$ cat config.mk
export PLATFORM = sky130hd
export DESIGN_NAME = puo_loader
export DESIGN_NICKNAME = d
export VERILOG_FILES = /design/src/design/puo_pkg.sv /design/src/design/puo_loader.sv
export SDC_FILE = /design/constraint.sdc
export NUM_CORES = 1
export LEC_CHECK = 0
export BUFFER_PORTS_ARGS = -buffer_cell sky130_fd_sc_hd__buf_2
export CORE_MARGIN = 2
export CORE_UTILIZATION = 51
export DETAILED_ROUTE_END_ITERATION = 16
export GPL_TIMING_DRIVEN = 0
export PLACE_DENSITY_LB_ADDON = 0.05
export SLEW_MARGIN = 20
export SYNTH_ARGS = -nofsm -noshare
export SYNTH_HDL_FRONTEND = slang
export SYNTH_SLANG_ARGS = --single-unit
$ cat constraint.sdc
create_clock -name i_sys_clk -period 4.3 [get_ports i_sys_clk]
set_clock_uncertainty 0.05 [all_clocks]
set_input_delay 0.215 -clock i_sys_clk [delete_from_list [all_inputs] [get_ports i_sys_clk]]
set_output_delay 0.215 -clock i_sys_clk [all_outputs]
set_load 0.01 [all_outputs]
$ cat src/design/puo_pkg.sv
package puo_pkg;
  // APB register offsets (byte addresses)
  localparam logic [7:0] RAI_CTL_OFS = 8'h00;
  localparam logic [7:0] RAI_BASE_OFS = 8'h04;
  localparam logic [7:0] CSR_CTL_OFS = 8'h08;
  localparam logic [7:0] CSR_OFS_OFS = 8'h0c;
  localparam logic [7:0] MISC_OFS = 8'h10;
  localparam logic [7:0] CSR_SET_OFS = 8'h14;
  localparam logic [7:0] CSR_CLR_OFS = 8'h18;
  localparam logic [7:0] LSI_CTL_OFS = 8'h1c;
  localparam logic [7:0] LSI_BASE_OFS = 8'h20;
  localparam logic [7:0] LSI_BOUND_OFS = 8'h24;
  localparam logic [7:0] PCI_BS_OFS = 8'h28;
  localparam logic [7:0] PCI_CMD_OFS = 8'h2c;
  // Field positions
  localparam int RAI_EN_BIT = 31;
  localparam int RAI_VAS_LSB = 16;
  localparam int MISC_BI_BIT = 0;
  localparam int MISC_V64_BIT = 1;
  localparam int MISC_CHAIN_BIT = 2;
  localparam int MISC_SYSCON_BIT = 3;
  localparam int MISC_SIZE_BIT = 4;
  localparam int MISC_LOADED_BIT = 5;
  localparam int LSI_EN_BIT = 0;
  localparam int LSI_LAS_BIT = 1;
  localparam int LSI_VAS_LSB = 2;
  localparam int LSI_ADDR_LSB = 28;
  localparam int PCI_BM_BIT = 2;
  // Address space codes on the strap pins
  localparam logic [1:0] VAS_A16 = 2'h0;
  localparam logic [1:0] VAS_A24 = 2'h1;
  localparam logic [1:0] VAS_A32 = 2'h2;
  // Reset values
  localparam logic [1:0] VAS_RST = 2'h0;
  localparam logic [19:0] RAI_BASE_RST = 20'h00000;
  localparam logic [4:0] CSR_OFS_RST = 5'h00;
  localparam logic [3:0] LSI_ADDR_RST = 4'h0;
  // Start of the register region inside the 512 Kbyte CR/CSR space
  localparam logic [18:0] CRCSR_REG_START = 19'h7f000;
  // Option sampling window: 31250 ps, about 1.56 clock periods, round down
  localparam int CLK_PS = 20000;
  localparam int SAMPLE_WIN_PS = 31250;
  localparam int SAMPLE_CYC_RAW = SAMPLE_WIN_PS / CLK_PS;
  localparam int SAMPLE_CYC = (SAMPLE_CYC_RAW < 1) ? 1 : SAMPLE_CYC_RAW;
  // Delay from last reset release to loading the option fields
  localparam int LOAD_CYC = 4;
endpackage

$ cat src/design/puo_loader.sv
// The address map and register access over APB were chosen for this implementation.
`timescale 1ns/1ps
// Operation
// Capture straps only at power-on reset release.
// Load fields once all three resets released.
// Sample REQ64 each PCI reset, set width.
// Reload system controller from grant 3 input.
// Non-power resets restore options from shadow.
// Register image enable, space, base from pins.
// Register image base placed by address space.
// CR/CSR image space and 5-bit page offset.
// CR/CSR upper region internal, lower to PCI.
// Slot identification enables from data pins.
// CR/CSR slot id overrides sysfail option.
// Sysfail driven from reset until cleared.
// Bus isolation restored after every later reset.
// Default PCI target image from pins.
// Other target image settings stay default.
// Address pin 1 selects base register spaces.
// PCI bus master enable from pin 14.
// 32-bit mode keeps driving extension signals.
// Transceivers disabled while any reset active.
// Sample within window, enable one clock later.
// Shadow of straps cleared only by power-on.
// Synchronise reset inputs before use.
module puo_loader (
  input wire logic i_sys_clk,
  input wire logic i_resetn,
  input wire logic i_clk_en,
  input wire logic i_power_on_reset_in_n,
  input wire logic i_pci_reset_n,
  input wire logic i_sys_reset_n,
  input wire logic [31:1] i_vme_address_pins,
  input wire logic [31:27] i_vme_data_pins,
  input wire logic i_req64_n,
  input wire logic i_bus_grant3_n,
  input wire logic i_slot_id_sysfail,
  input wire logic i_slot_id_release,
  input wire logic [18:0] i_crcsr_offset,
  input wire logic psel,
  input wire logic penable,
  input wire logic pwrite,
  input wire logic [7:0] paddr,
  input wire logic [31:0] pwdata,
  output logic [31:0] prdata,
  output logic pready,
  output logic pslverr,
  output logic o_transceiver_output_enable_n,
  output logic o_sysfail_oe,
  output logic o_pci_ext_oe,
  output logic o_pci_64bit,
  output logic o_crcsr_internal,
  output logic [31:0] o_crcsr_pci_addr,
  output logic o_register_image_en,
  output logic [1:0] o_register_image_space,
  output logic [31:12] o_register_image_base,
  output logic o_pci_target_en,
  output logic o_pci_target_local_io,
  output logic [1:0] o_pci_target_space,
  output logic [3:0] o_pci_target_base,
  output logic [3:0] o_pci_target_bound,
  output logic o_bus_isolation_enable,
  output logic o_chain_slot_id_enable,
  output logic o_crcsr_slot_id_enable,
  output logic o_syscon_enable,
  output logic o_pci_base_first_io,
  output logic o_pci_base_second_io,
  output logic o_bus_master_enable
);
  typedef enum logic [1:0] {
    PUO_IDLE, PUO_SAMPLE, PUO_ENABLE
  } puo_cap_e;

  logic [2:0] sync1_reg;
  logic [2:0] sync2_reg;
  logic [2:0] sync_d_reg;
  logic por_act;
  logic pci_act;
  logic sys_act;
  logic any_act;
  puo_cap_e cap_state_reg;
  logic [1:0] cap_cnt_reg;
  logic captured_reg;
  logic xcvr_en_reg;
  logic [31:1] shadow_addr_reg;
  logic [31:27] shadow_data_reg;
  logic load_pend_reg;
  logic [2:0] load_cnt_reg;
  logic load_go;
  logic loaded_reg;
  logic rai_en_reg;
  logic [1:0] rai_vas_reg;
  logic [19:0] rai_base_reg;
  logic csr_las_reg;
  logic [4:0] csr_ofs_reg;
  logic bi_reg;
  logic v64_reg;
  logic chain_reg;
  logic syscon_reg;
  logic sysfail_reg;
  logic lsi_en_reg;
  logic lsi_las_reg;
  logic [1:0] lsi_vas_reg;
  logic [3:0] lsi_bs_reg;
  logic [3:0] lsi_bd_reg;
  logic bs0_io_reg;
  logic bm_reg;
  logic pci64_reg;
  logic [31:0] crcsr_addr_reg;
  logic crcsr_int_reg;
  logic [31:0] rdata_reg;
  logic hit_reg;
  logic wr_acc;
  logic setup;
  logic [31:0] rdata_next;
  logic hit_next;

  // Strapped register image base, upper bits by space
  function automatic logic [19:0] rai_base_f(input logic [1:0] vme_space_select,
                                              input logic [7:0] pins);
    logic [19:0] b;
    b = 20'h00000;
    if (vme_space_select == puo_pkg::VAS_A16) begin
      b[3:0] = pins[7:4];
    end else if (vme_space_select == puo_pkg::VAS_A24) begin
      b[11:4] = pins;
    end else if (vme_space_select == puo_pkg::VAS_A32) begin
      b[19:12] = pins;
    end
    return b;
  endfunction

  // Reset inputs: two flops each, first flop feeds only the second
  always_ff @(posedge i_sys_clk) begin
    if (!i_resetn) begin
      sync1_reg <= 3'h0;
      sync2_reg <= 3'h0;
      sync_d_reg <= 3'h0;
    end else if (i_clk_en) begin
      sync1_reg <= {i_sys_reset_n, i_pci_reset_n, i_power_on_reset_in_n};
      sync2_reg <= sync1_reg;
      sync_d_reg <= sync2_reg;
    end
  end

  assign por_act = !sync2_reg[0];
  assign pci_act = !sync2_reg[1];
  assign sys_act = !sync2_reg[2];
  assign any_act = por_act || pci_act || sys_act;

  // Strap capture after power-on release, then transceivers enabled
  always_ff @(posedge i_sys_clk) begin
    if (!i_resetn) begin
      cap_state_reg <= PUO_IDLE;
      cap_cnt_reg <= 2'h0;
      captured_reg <= 1'b0;
      xcvr_en_reg <= 1'b0;
    end else if (i_clk_en) begin
      if (any_act) begin
        xcvr_en_reg <= 1'b0;
      end
      if (por_act) begin
        cap_state_reg <= PUO_IDLE;
        captured_reg <= 1'b0;
      end else begin
        case (cap_state_reg)
          PUO_IDLE: begin
            if (!captured_reg) begin
              cap_state_reg <= PUO_SAMPLE;
              cap_cnt_reg <= 2'(puo_pkg::SAMPLE_CYC - 1);
            end else if (!any_act) begin
              xcvr_en_reg <= 1'b1;
            end
          end
          PUO_SAMPLE: begin
            if (cap_cnt_reg == 2'h0) begin
              cap_state_reg <= PUO_ENABLE;
              captured_reg <= 1'b1;
            end else begin
              cap_cnt_reg <= cap_cnt_reg - 2'h1;
            end
          end
          PUO_ENABLE: begin
            cap_state_reg <= PUO_IDLE;
            xcvr_en_reg <= !any_act;
          end
          default: cap_state_reg <= PUO_IDLE;
        endcase
      end
    end
  end

  // Shadow is kept across all non-power resets
  always_ff @(posedge i_sys_clk) begin
    if (i_clk_en) begin
      if (por_act) begin
        shadow_addr_reg <= '0;
        shadow_data_reg <= '0;
      end else if (cap_state_reg == PUO_SAMPLE && cap_cnt_reg == 2'h0) begin
        shadow_addr_reg <= i_vme_address_pins;
        shadow_data_reg <= i_vme_data_pins;
      end
    end
  end

  // Load once every reset is gone and the straps are captured
  always_ff @(posedge i_sys_clk) begin
    if (!i_resetn) begin
      load_pend_reg <= 1'b1;
      load_cnt_reg <= 3'h0;
      loaded_reg <= 1'b0;
    end else if (i_clk_en) begin
      if (any_act) begin
        load_pend_reg <= 1'b1;
        loaded_reg <= 1'b0;
        load_cnt_reg <= 3'(puo_pkg::LOAD_CYC - 1);
      end else if (load_pend_reg && captured_reg) begin
        if (load_cnt_reg == 3'h0) begin
          load_pend_reg <= 1'b0;
          loaded_reg <= 1'b1;
        end else begin
          load_cnt_reg <= load_cnt_reg - 3'h1;
        end
      end
    end
  end

  assign load_go = !any_act && load_pend_reg && captured_reg &&
                   load_cnt_reg == 3'h0;

  // APB decode
  assign setup = psel && !penable;
  assign wr_acc = psel && penable && pwrite && hit_reg;

  // Option fields: defaults in reset, shadow values at load
  always_ff @(posedge i_sys_clk) begin
    if (!i_resetn) begin
      rai_en_reg <= 1'b0;
      rai_vas_reg <= puo_pkg::VAS_RST;
      rai_base_reg <= puo_pkg::RAI_BASE_RST;
      csr_las_reg <= 1'b0;
      csr_ofs_reg <= puo_pkg::CSR_OFS_RST;
      bi_reg <= 1'b0;
      v64_reg <= 1'b0;
      chain_reg <= 1'b0;
      lsi_en_reg <= 1'b0;
      lsi_las_reg <= 1'b0;
      lsi_vas_reg <= puo_pkg::VAS_RST;
      lsi_bs_reg <= puo_pkg::LSI_ADDR_RST;
      lsi_bd_reg <= puo_pkg::LSI_ADDR_RST;
      bs0_io_reg <= 1'b0;
      bm_reg <= 1'b0;
    end else if (i_clk_en) begin
      if (any_act) begin
        rai_en_reg <= 1'b0;
        rai_vas_reg <= puo_pkg::VAS_RST;
        rai_base_reg <= puo_pkg::RAI_BASE_RST;
        csr_las_reg <= 1'b0;
        csr_ofs_reg <= puo_pkg::CSR_OFS_RST;
        bi_reg <= 1'b0;
        v64_reg <= 1'b0;
        chain_reg <= 1'b0;
        lsi_en_reg <= 1'b0;
        lsi_las_reg <= 1'b0;
        lsi_vas_reg <= puo_pkg::VAS_RST;
        lsi_bs_reg <= puo_pkg::LSI_ADDR_RST;
        lsi_bd_reg <= puo_pkg::LSI_ADDR_RST;
        bm_reg <= 1'b0;
      end else if (load_go) begin
        rai_en_reg <= shadow_addr_reg[31];
        rai_vas_reg <= shadow_addr_reg[30:29];
        rai_base_reg <= rai_base_f(shadow_addr_reg[30:29],
                                   shadow_addr_reg[28:21]);
        csr_las_reg <= shadow_addr_reg[20];
        csr_ofs_reg <= shadow_addr_reg[19:15];
        chain_reg <= shadow_data_reg[30];
        v64_reg <= shadow_data_reg[29];
        bi_reg <= shadow_data_reg[28];
        lsi_en_reg <= shadow_addr_reg[13];
        lsi_las_reg <= shadow_addr_reg[12];
        lsi_vas_reg <= shadow_addr_reg[11:10];
        lsi_bs_reg <= shadow_addr_reg[9:6];
        lsi_bd_reg <= shadow_addr_reg[5:2];
        bs0_io_reg <= !shadow_addr_reg[1];
        bm_reg <= shadow_addr_reg[14];
      end else if (wr_acc) begin
        if (paddr == puo_pkg::RAI_CTL_OFS) begin
          rai_en_reg <= pwdata[puo_pkg::RAI_EN_BIT];
          rai_vas_reg <= pwdata[puo_pkg::RAI_VAS_LSB +: 2];
        end else if (paddr == puo_pkg::RAI_BASE_OFS) begin
          rai_base_reg <= pwdata[31:12];
        end else if (paddr == puo_pkg::CSR_CTL_OFS) begin
          csr_las_reg <= pwdata[0];
        end else if (paddr == puo_pkg::CSR_OFS_OFS) begin
          csr_ofs_reg <= pwdata[4:0];
        end else if (paddr == puo_pkg::MISC_OFS) begin
          bi_reg <= pwdata[puo_pkg::MISC_BI_BIT];
          v64_reg <= pwdata[puo_pkg::MISC_V64_BIT];
        end else if (paddr == puo_pkg::LSI_CTL_OFS) begin
          lsi_en_reg <= pwdata[puo_pkg::LSI_EN_BIT];
          lsi_las_reg <= pwdata[puo_pkg::LSI_LAS_BIT];
          lsi_vas_reg <= pwdata[puo_pkg::LSI_VAS_LSB +: 2];
        end else if (paddr == puo_pkg::LSI_BASE_OFS) begin
          lsi_bs_reg <= pwdata[puo_pkg::LSI_ADDR_LSB +: 4];
        end else if (paddr == puo_pkg::LSI_BOUND_OFS) begin
          lsi_bd_reg <= pwdata[puo_pkg::LSI_ADDR_LSB +: 4];
        end else if (paddr == puo_pkg::PCI_CMD_OFS) begin
          bm_reg <= pwdata[puo_pkg::PCI_BM_BIT];
        end
      end
    end
  end

  // Width and system controller come from live pins, not the shadow
  always_ff @(posedge i_sys_clk) begin
    if (!i_resetn) begin
      pci64_reg <= 1'b0;
      syscon_reg <= 1'b0;
    end else if (i_clk_en) begin
      if (sync2_reg[1] && !sync_d_reg[1]) begin
        pci64_reg <= !i_req64_n;
      end
      if (sync2_reg[2] && !sync_d_reg[2]) begin
        syscon_reg <= !i_bus_grant3_n;
      end
    end
  end

  // Sysfail: set wins over a clear in the same cycle
  always_ff @(posedge i_sys_clk) begin
    if (!i_resetn) begin
      sysfail_reg <= 1'b0;
    end else if (i_clk_en) begin
      if ((por_act && i_vme_data_pins[27]) ||
          (any_act && !por_act && shadow_data_reg[27]) ||
          (wr_acc && paddr == puo_pkg::CSR_SET_OFS && pwdata[0])) begin
        sysfail_reg <= 1'b1;
      end else if ((wr_acc && paddr == puo_pkg::CSR_CLR_OFS && pwdata[0]) ||
                   i_slot_id_release) begin
        sysfail_reg <= 1'b0;
      end
    end
  end

  // CR/CSR routing: translated page plus region select
  always_ff @(posedge i_sys_clk) begin
    if (!i_resetn) begin
      crcsr_addr_reg <= 32'h00000000;
      crcsr_int_reg <= 1'b0;
    end else if (i_clk_en) begin
      crcsr_addr_reg <= {csr_ofs_reg, 8'h00, i_crcsr_offset};
      crcsr_int_reg <= i_crcsr_offset >= puo_pkg::CRCSR_REG_START;
    end
  end

  // Read data is built in the setup phase and held for the access
  always_comb begin
    rdata_next = 32'h00000000;
    hit_next = 1'b1;
    if (paddr == puo_pkg::RAI_CTL_OFS) begin
      rdata_next[puo_pkg::RAI_EN_BIT] = rai_en_reg;
      rdata_next[puo_pkg::RAI_VAS_LSB +: 2] = rai_vas_reg;
    end else if (paddr == puo_pkg::RAI_BASE_OFS) begin
      rdata_next[31:12] = rai_base_reg;
    end else if (paddr == puo_pkg::CSR_CTL_OFS) begin
      rdata_next[0] = csr_las_reg;
    end else if (paddr == puo_pkg::CSR_OFS_OFS) begin
      rdata_next[4:0] = csr_ofs_reg;
    end else if (paddr == puo_pkg::MISC_OFS) begin
      rdata_next[puo_pkg::MISC_BI_BIT] = bi_reg;
      rdata_next[puo_pkg::MISC_V64_BIT] = v64_reg;
      rdata_next[puo_pkg::MISC_CHAIN_BIT] = chain_reg;
      rdata_next[puo_pkg::MISC_SYSCON_BIT] = syscon_reg;
      rdata_next[puo_pkg::MISC_SIZE_BIT] = pci64_reg;
      rdata_next[puo_pkg::MISC_LOADED_BIT] = loaded_reg;
    end else if (paddr == puo_pkg::CSR_SET_OFS ||
                 paddr == puo_pkg::CSR_CLR_OFS) begin
      rdata_next[0] = o_sysfail_oe;
    end else if (paddr == puo_pkg::LSI_CTL_OFS) begin
      // Offset, posted writes and cycle type read back as zero
      rdata_next[puo_pkg::LSI_EN_BIT] = lsi_en_reg;
      rdata_next[puo_pkg::LSI_LAS_BIT] = lsi_las_reg;
      rdata_next[puo_pkg::LSI_VAS_LSB +: 2] = lsi_vas_reg;
    end else if (paddr == puo_pkg::LSI_BASE_OFS) begin
      rdata_next[puo_pkg::LSI_ADDR_LSB +: 4] = lsi_bs_reg;
    end else if (paddr == puo_pkg::LSI_BOUND_OFS) begin
      rdata_next[puo_pkg::LSI_ADDR_LSB +: 4] = lsi_bd_reg;
    end else if (paddr == puo_pkg::PCI_BS_OFS) begin
      rdata_next[1:0] = {!bs0_io_reg, bs0_io_reg};
    end else if (paddr == puo_pkg::PCI_CMD_OFS) begin
      rdata_next[puo_pkg::PCI_BM_BIT] = bm_reg;
    end else begin
      hit_next = 1'b0;
    end
  end

  always_ff @(posedge i_sys_clk) begin
    if (!i_resetn) begin
      rdata_reg <= 32'h00000000;
      hit_reg <= 1'b0;
    end else if (i_clk_en) begin
      if (setup) begin
        rdata_reg <= pwrite ? 32'h00000000 : rdata_next;
        hit_reg <= hit_next;
      end
    end
  end

  assign prdata = rdata_reg;
  assign pready = psel && penable;
  assign pslverr = psel && penable && !hit_reg;

  // Transceivers stay off until strap capture plus one clock
  assign o_transceiver_output_enable_n = !xcvr_en_reg;
  // Identification sequence owns the line when enabled
  assign o_sysfail_oe = v64_reg ? i_slot_id_sysfail : sysfail_reg;
  // Narrow bus still drives the upper half so it never floats
  assign o_pci_ext_oe = !pci64_reg;
  assign o_pci_64bit = pci64_reg;
  assign o_crcsr_internal = crcsr_int_reg;
  assign o_crcsr_pci_addr = crcsr_addr_reg;
  assign o_register_image_en = rai_en_reg;
  assign o_register_image_space = rai_vas_reg;
  assign o_register_image_base = rai_base_reg;
  assign o_pci_target_en = lsi_en_reg;
  assign o_pci_target_local_io = lsi_las_reg;
  assign o_pci_target_space = lsi_vas_reg;
  assign o_pci_target_base = lsi_bs_reg;
  assign o_pci_target_bound = lsi_bd_reg;
  assign o_bus_isolation_enable = bi_reg;
  assign o_chain_slot_id_enable = chain_reg;
  assign o_crcsr_slot_id_enable = v64_reg;
  assign o_syscon_enable = syscon_reg;
  assign o_pci_base_first_io = bs0_io_reg;
  assign o_pci_base_second_io = !bs0_io_reg;
  assign o_bus_master_enable = bm_reg;
endmodule

==> impl_metrics.json <==
{
  "path_cells": "inv_1, ha_1, ha_1, and3_1, o21a_1, a31oi_1, clkbuf_1, nand3_1, o31ai_1",
  "gr-usage-all-layers_pct": 28.60,
  "wl_per_cell_um": 18.74,
  "drc": 0,
  "critPathKind": "register to register",
  "maxSlewHeadroom_pct": 48.58,
  "ys_types": 64,
  "root_buffer": "clkbuf_16",
  "finalSetupViolCount": 0,
  "crit_top_cell": "ha_1",
  "postRouteAntennaNets": 0,
  "cp_max_fo": 10,
  "critPathSlowestCell": "clkbuf_1",
  "powerDensity_nw_per_um2": 361.5,
  "htree_num_levels": 4,
  "antenna_found_initial": 0,
  "viasPerCell": 5.523,
  "path_buf_inv": 2,
  "globalplace.congestion": 0.9215,
  "tightest_slew_ns": 0.7677,
  "setup.worst_path.end_class": "register",
  "start_util_pct": 51.62,
  "grt_pass1_wl_um": 31760,
  "arrival_ns": 2.77,
  "maxCapViolations": 0,
  "slew_viol_final": 0,
  "largest_reg_flops": 31,
  "cp.required_ns": 4.58,
  "io-pin-count": 221,
  "fin_ws_ns": 1.806,
  "dr.pass1.iters": 5,
  "hold_class": "input pin to register",
  "fin_crit_ns": 2.494,
  "grt_pass1_vias": 5765,
  "rows": 43,
  "swShare_pct": 23.93,
  "syn2layout_area_growth_pct": 26.54,
  "initialDrtViolationCount": 501,
  "critPathLaunchType": "register",
  "fin_nets": 1050,
  "cts_buffers": 17,
  "die_w_um": 121.8,
  "die_area_um2": 14850,
  "syn_avg_cell_area_um2": 10.02,
  "wl_um": 21220,
  "final_util_pct": 65.32,
  "hold_viol_final": 0,
  "yosysWarningCount": 0,
  "ys.flop_type": "dfxtp_1",
  "path_clk_slew_ns": 0.06,
  "power.switching_mw": 0.7752,
  "power.total_mw": 3.239,
  "synth_seq_area_share_pct": 48.76,
  "finalSetupTns_ns": 0,
  "clk_latency_ns": 0.43,
  "dr_total_vias": 6252,
  "async_reset_ff_share_pct": 0,
  "place_inst": 1096,
  "synth_top_area_cell": "dfxtp_1",
  "synthTopCellsByCount": "dfxtp_1 (120), nor2b_1 (66), mux2i_1 (52)",
  "overflow": 0,
  "holdBufCountCts": 4,
  "cts.path.max_buffers": 2,
  "max_freq_mhz": 400.9,
  "clkSinkCount": 155,
  "p_seq_share_pct": 47.6,
  "grt_setup_unrepaired": "false",
  "syn-cell-area_um2": 7082,
  "drive_gt1_share_pct": 29.20,
  "synth.area.top_cells": "dfxtp_1 (34%), edfxtp_1 (15%), mux2i_1 (7.3%), nor2b_1 (5.8%), o31ai_1 (3.8%)",
  "synth_edf_count": 35,
  "pwr-share-clk_pct": 43.5,
  "synth_seq_cells": 155,
  "post-place-ws_ns": 1.837,
  "die_h_um": 121.8,
  "core_area_um2": 13720,
  "intPower_mw": 2.464,
  "holdWs_ns": 0.005558,
  "leakage_nw": 3.876,
  "synth.most_common_cell": "dfxtp_1",
  "placed_area_um2": 8371,
  "synth_top_area_share_pct": 33.92,
  "antennaDiodeCount": 0,
  "final_area_um2": 8961,
  "dpl.hpwl_um": 16400,
  "crit_family": "compound AO/OA/AOI/OAI gates",
  "fin_cells": 1132,
  "ir_drop_v": 0.0002581,
  "ctsResizeCount": 0,
  "p_comb_share_pct": 8.8,
  "finalCritPeriodShare_pct": 58.00,
  "postCtsSetupRepairBufs": 0,
  "max_stage_delay_ns": 0.40,
  "tritoncts": "yes",
  "status": "finished clean",
  "portBuffers": 195,
  "synthCells": 707,
  "grt_max_degree": 27
}
==> power by group through the flow <==
stage / clock (mW) / sequential [mW] / combinational [mW]
2_1_floorplan: 0 / 1.58 / 0.156
3_3_place_gp: 0 / 1.57 / 0.268
3_5_place_dp: 0 / 1.57 / 0.281
4_1_cts: 1.42 / 1.54 / 0.285
5_1_grt: 1.50 / 1.55 / 0.310
6_report: 1.41 / 1.54 / 0.286
==> routing by layer <==
metal | routed length (um) | GRT usage (%)
met1 | 9233 | 39.28
met2 | 9848 | 45.39
met3 | 1862 | 6.227
met4 | 275 | 8.549
met5 | 0 | 0
==> final timing paths <==
check / from / cells after the start / to / slack [ns]
hold reg to reg: prdata[29] / 2 / prdata[29] / 0.42
setup reg to reg: load_cnt_reg[0] / 9 / o_register_image_base[20] / 1.81
setup / recovery: load_cnt_reg[0] / 9 / o_register_image_base[20] / 1.81
hold / removal: i_crcsr_offset[5] / 3 / o_crcsr_pci_addr[5] / 0.006
==> cells by family after synthesis <==
logic type                 after synthesis  synth area share, %
AOI/OAI and AO/OA                      154                15.55
adders and majority gates                4               0.6714
buffers and inverters                   72                4.876
DFF                                    155                48.76
muxes                                   58                8.304
other                                    1              0.05295
and+or+nand+nor                        263                21.78
==> final cells by class <==
cell class,instances,area [um2]
Fill cell,1155,4758
Sequential cell,155,3453
Multi-Input combinational cell,493,3343
Timing Repair Buffer,200,1044
Clock buffer,23,461.7
Buffer,62,307.8
Tap cell,180,225.2
Clock inverter,9,88.84
Inverter,10,37.54
==> cell usage in the layout (no fill, tap or decap), types with 4 or more instances in the layout <==
master	count
a21oi_1	30
a32oi_1	4
and3_1	14
nand2b_1	4
conb_1	14
nor2b_1	66
buf_2	210
clkbuf_1	29
dfxtp_1	120
mux2_2	6
a31oi_1	5
clkbuf_16	17
nand2_1	46
dlygate4sd3_1	4
o21ai_0	11
and2_1	39
inv_1	9
mux2i_1	52
a211oi_1	6
a22oi_1	24
nor2_1	16
buf_4	15
a21boi_0	9
nor4b_1	4
nand3_1	45
o211a_1	5
o31ai_1	36
buf_1	7
edfxtp_1	35
==> worst register-to-register path, stage by stage (launching register included) <==
cell and delay [ns]:
dfxtp_1 0.35, inv_1 0.05, ha_1 0.19, ha_1 0.21, and3_1 0.22, o21a_1 0.29
a31oi_1 0.38, clkbuf_1 0.40, nand3_1 0.15, o31ai_1 0.11
(Power assumes the default switching activity.)
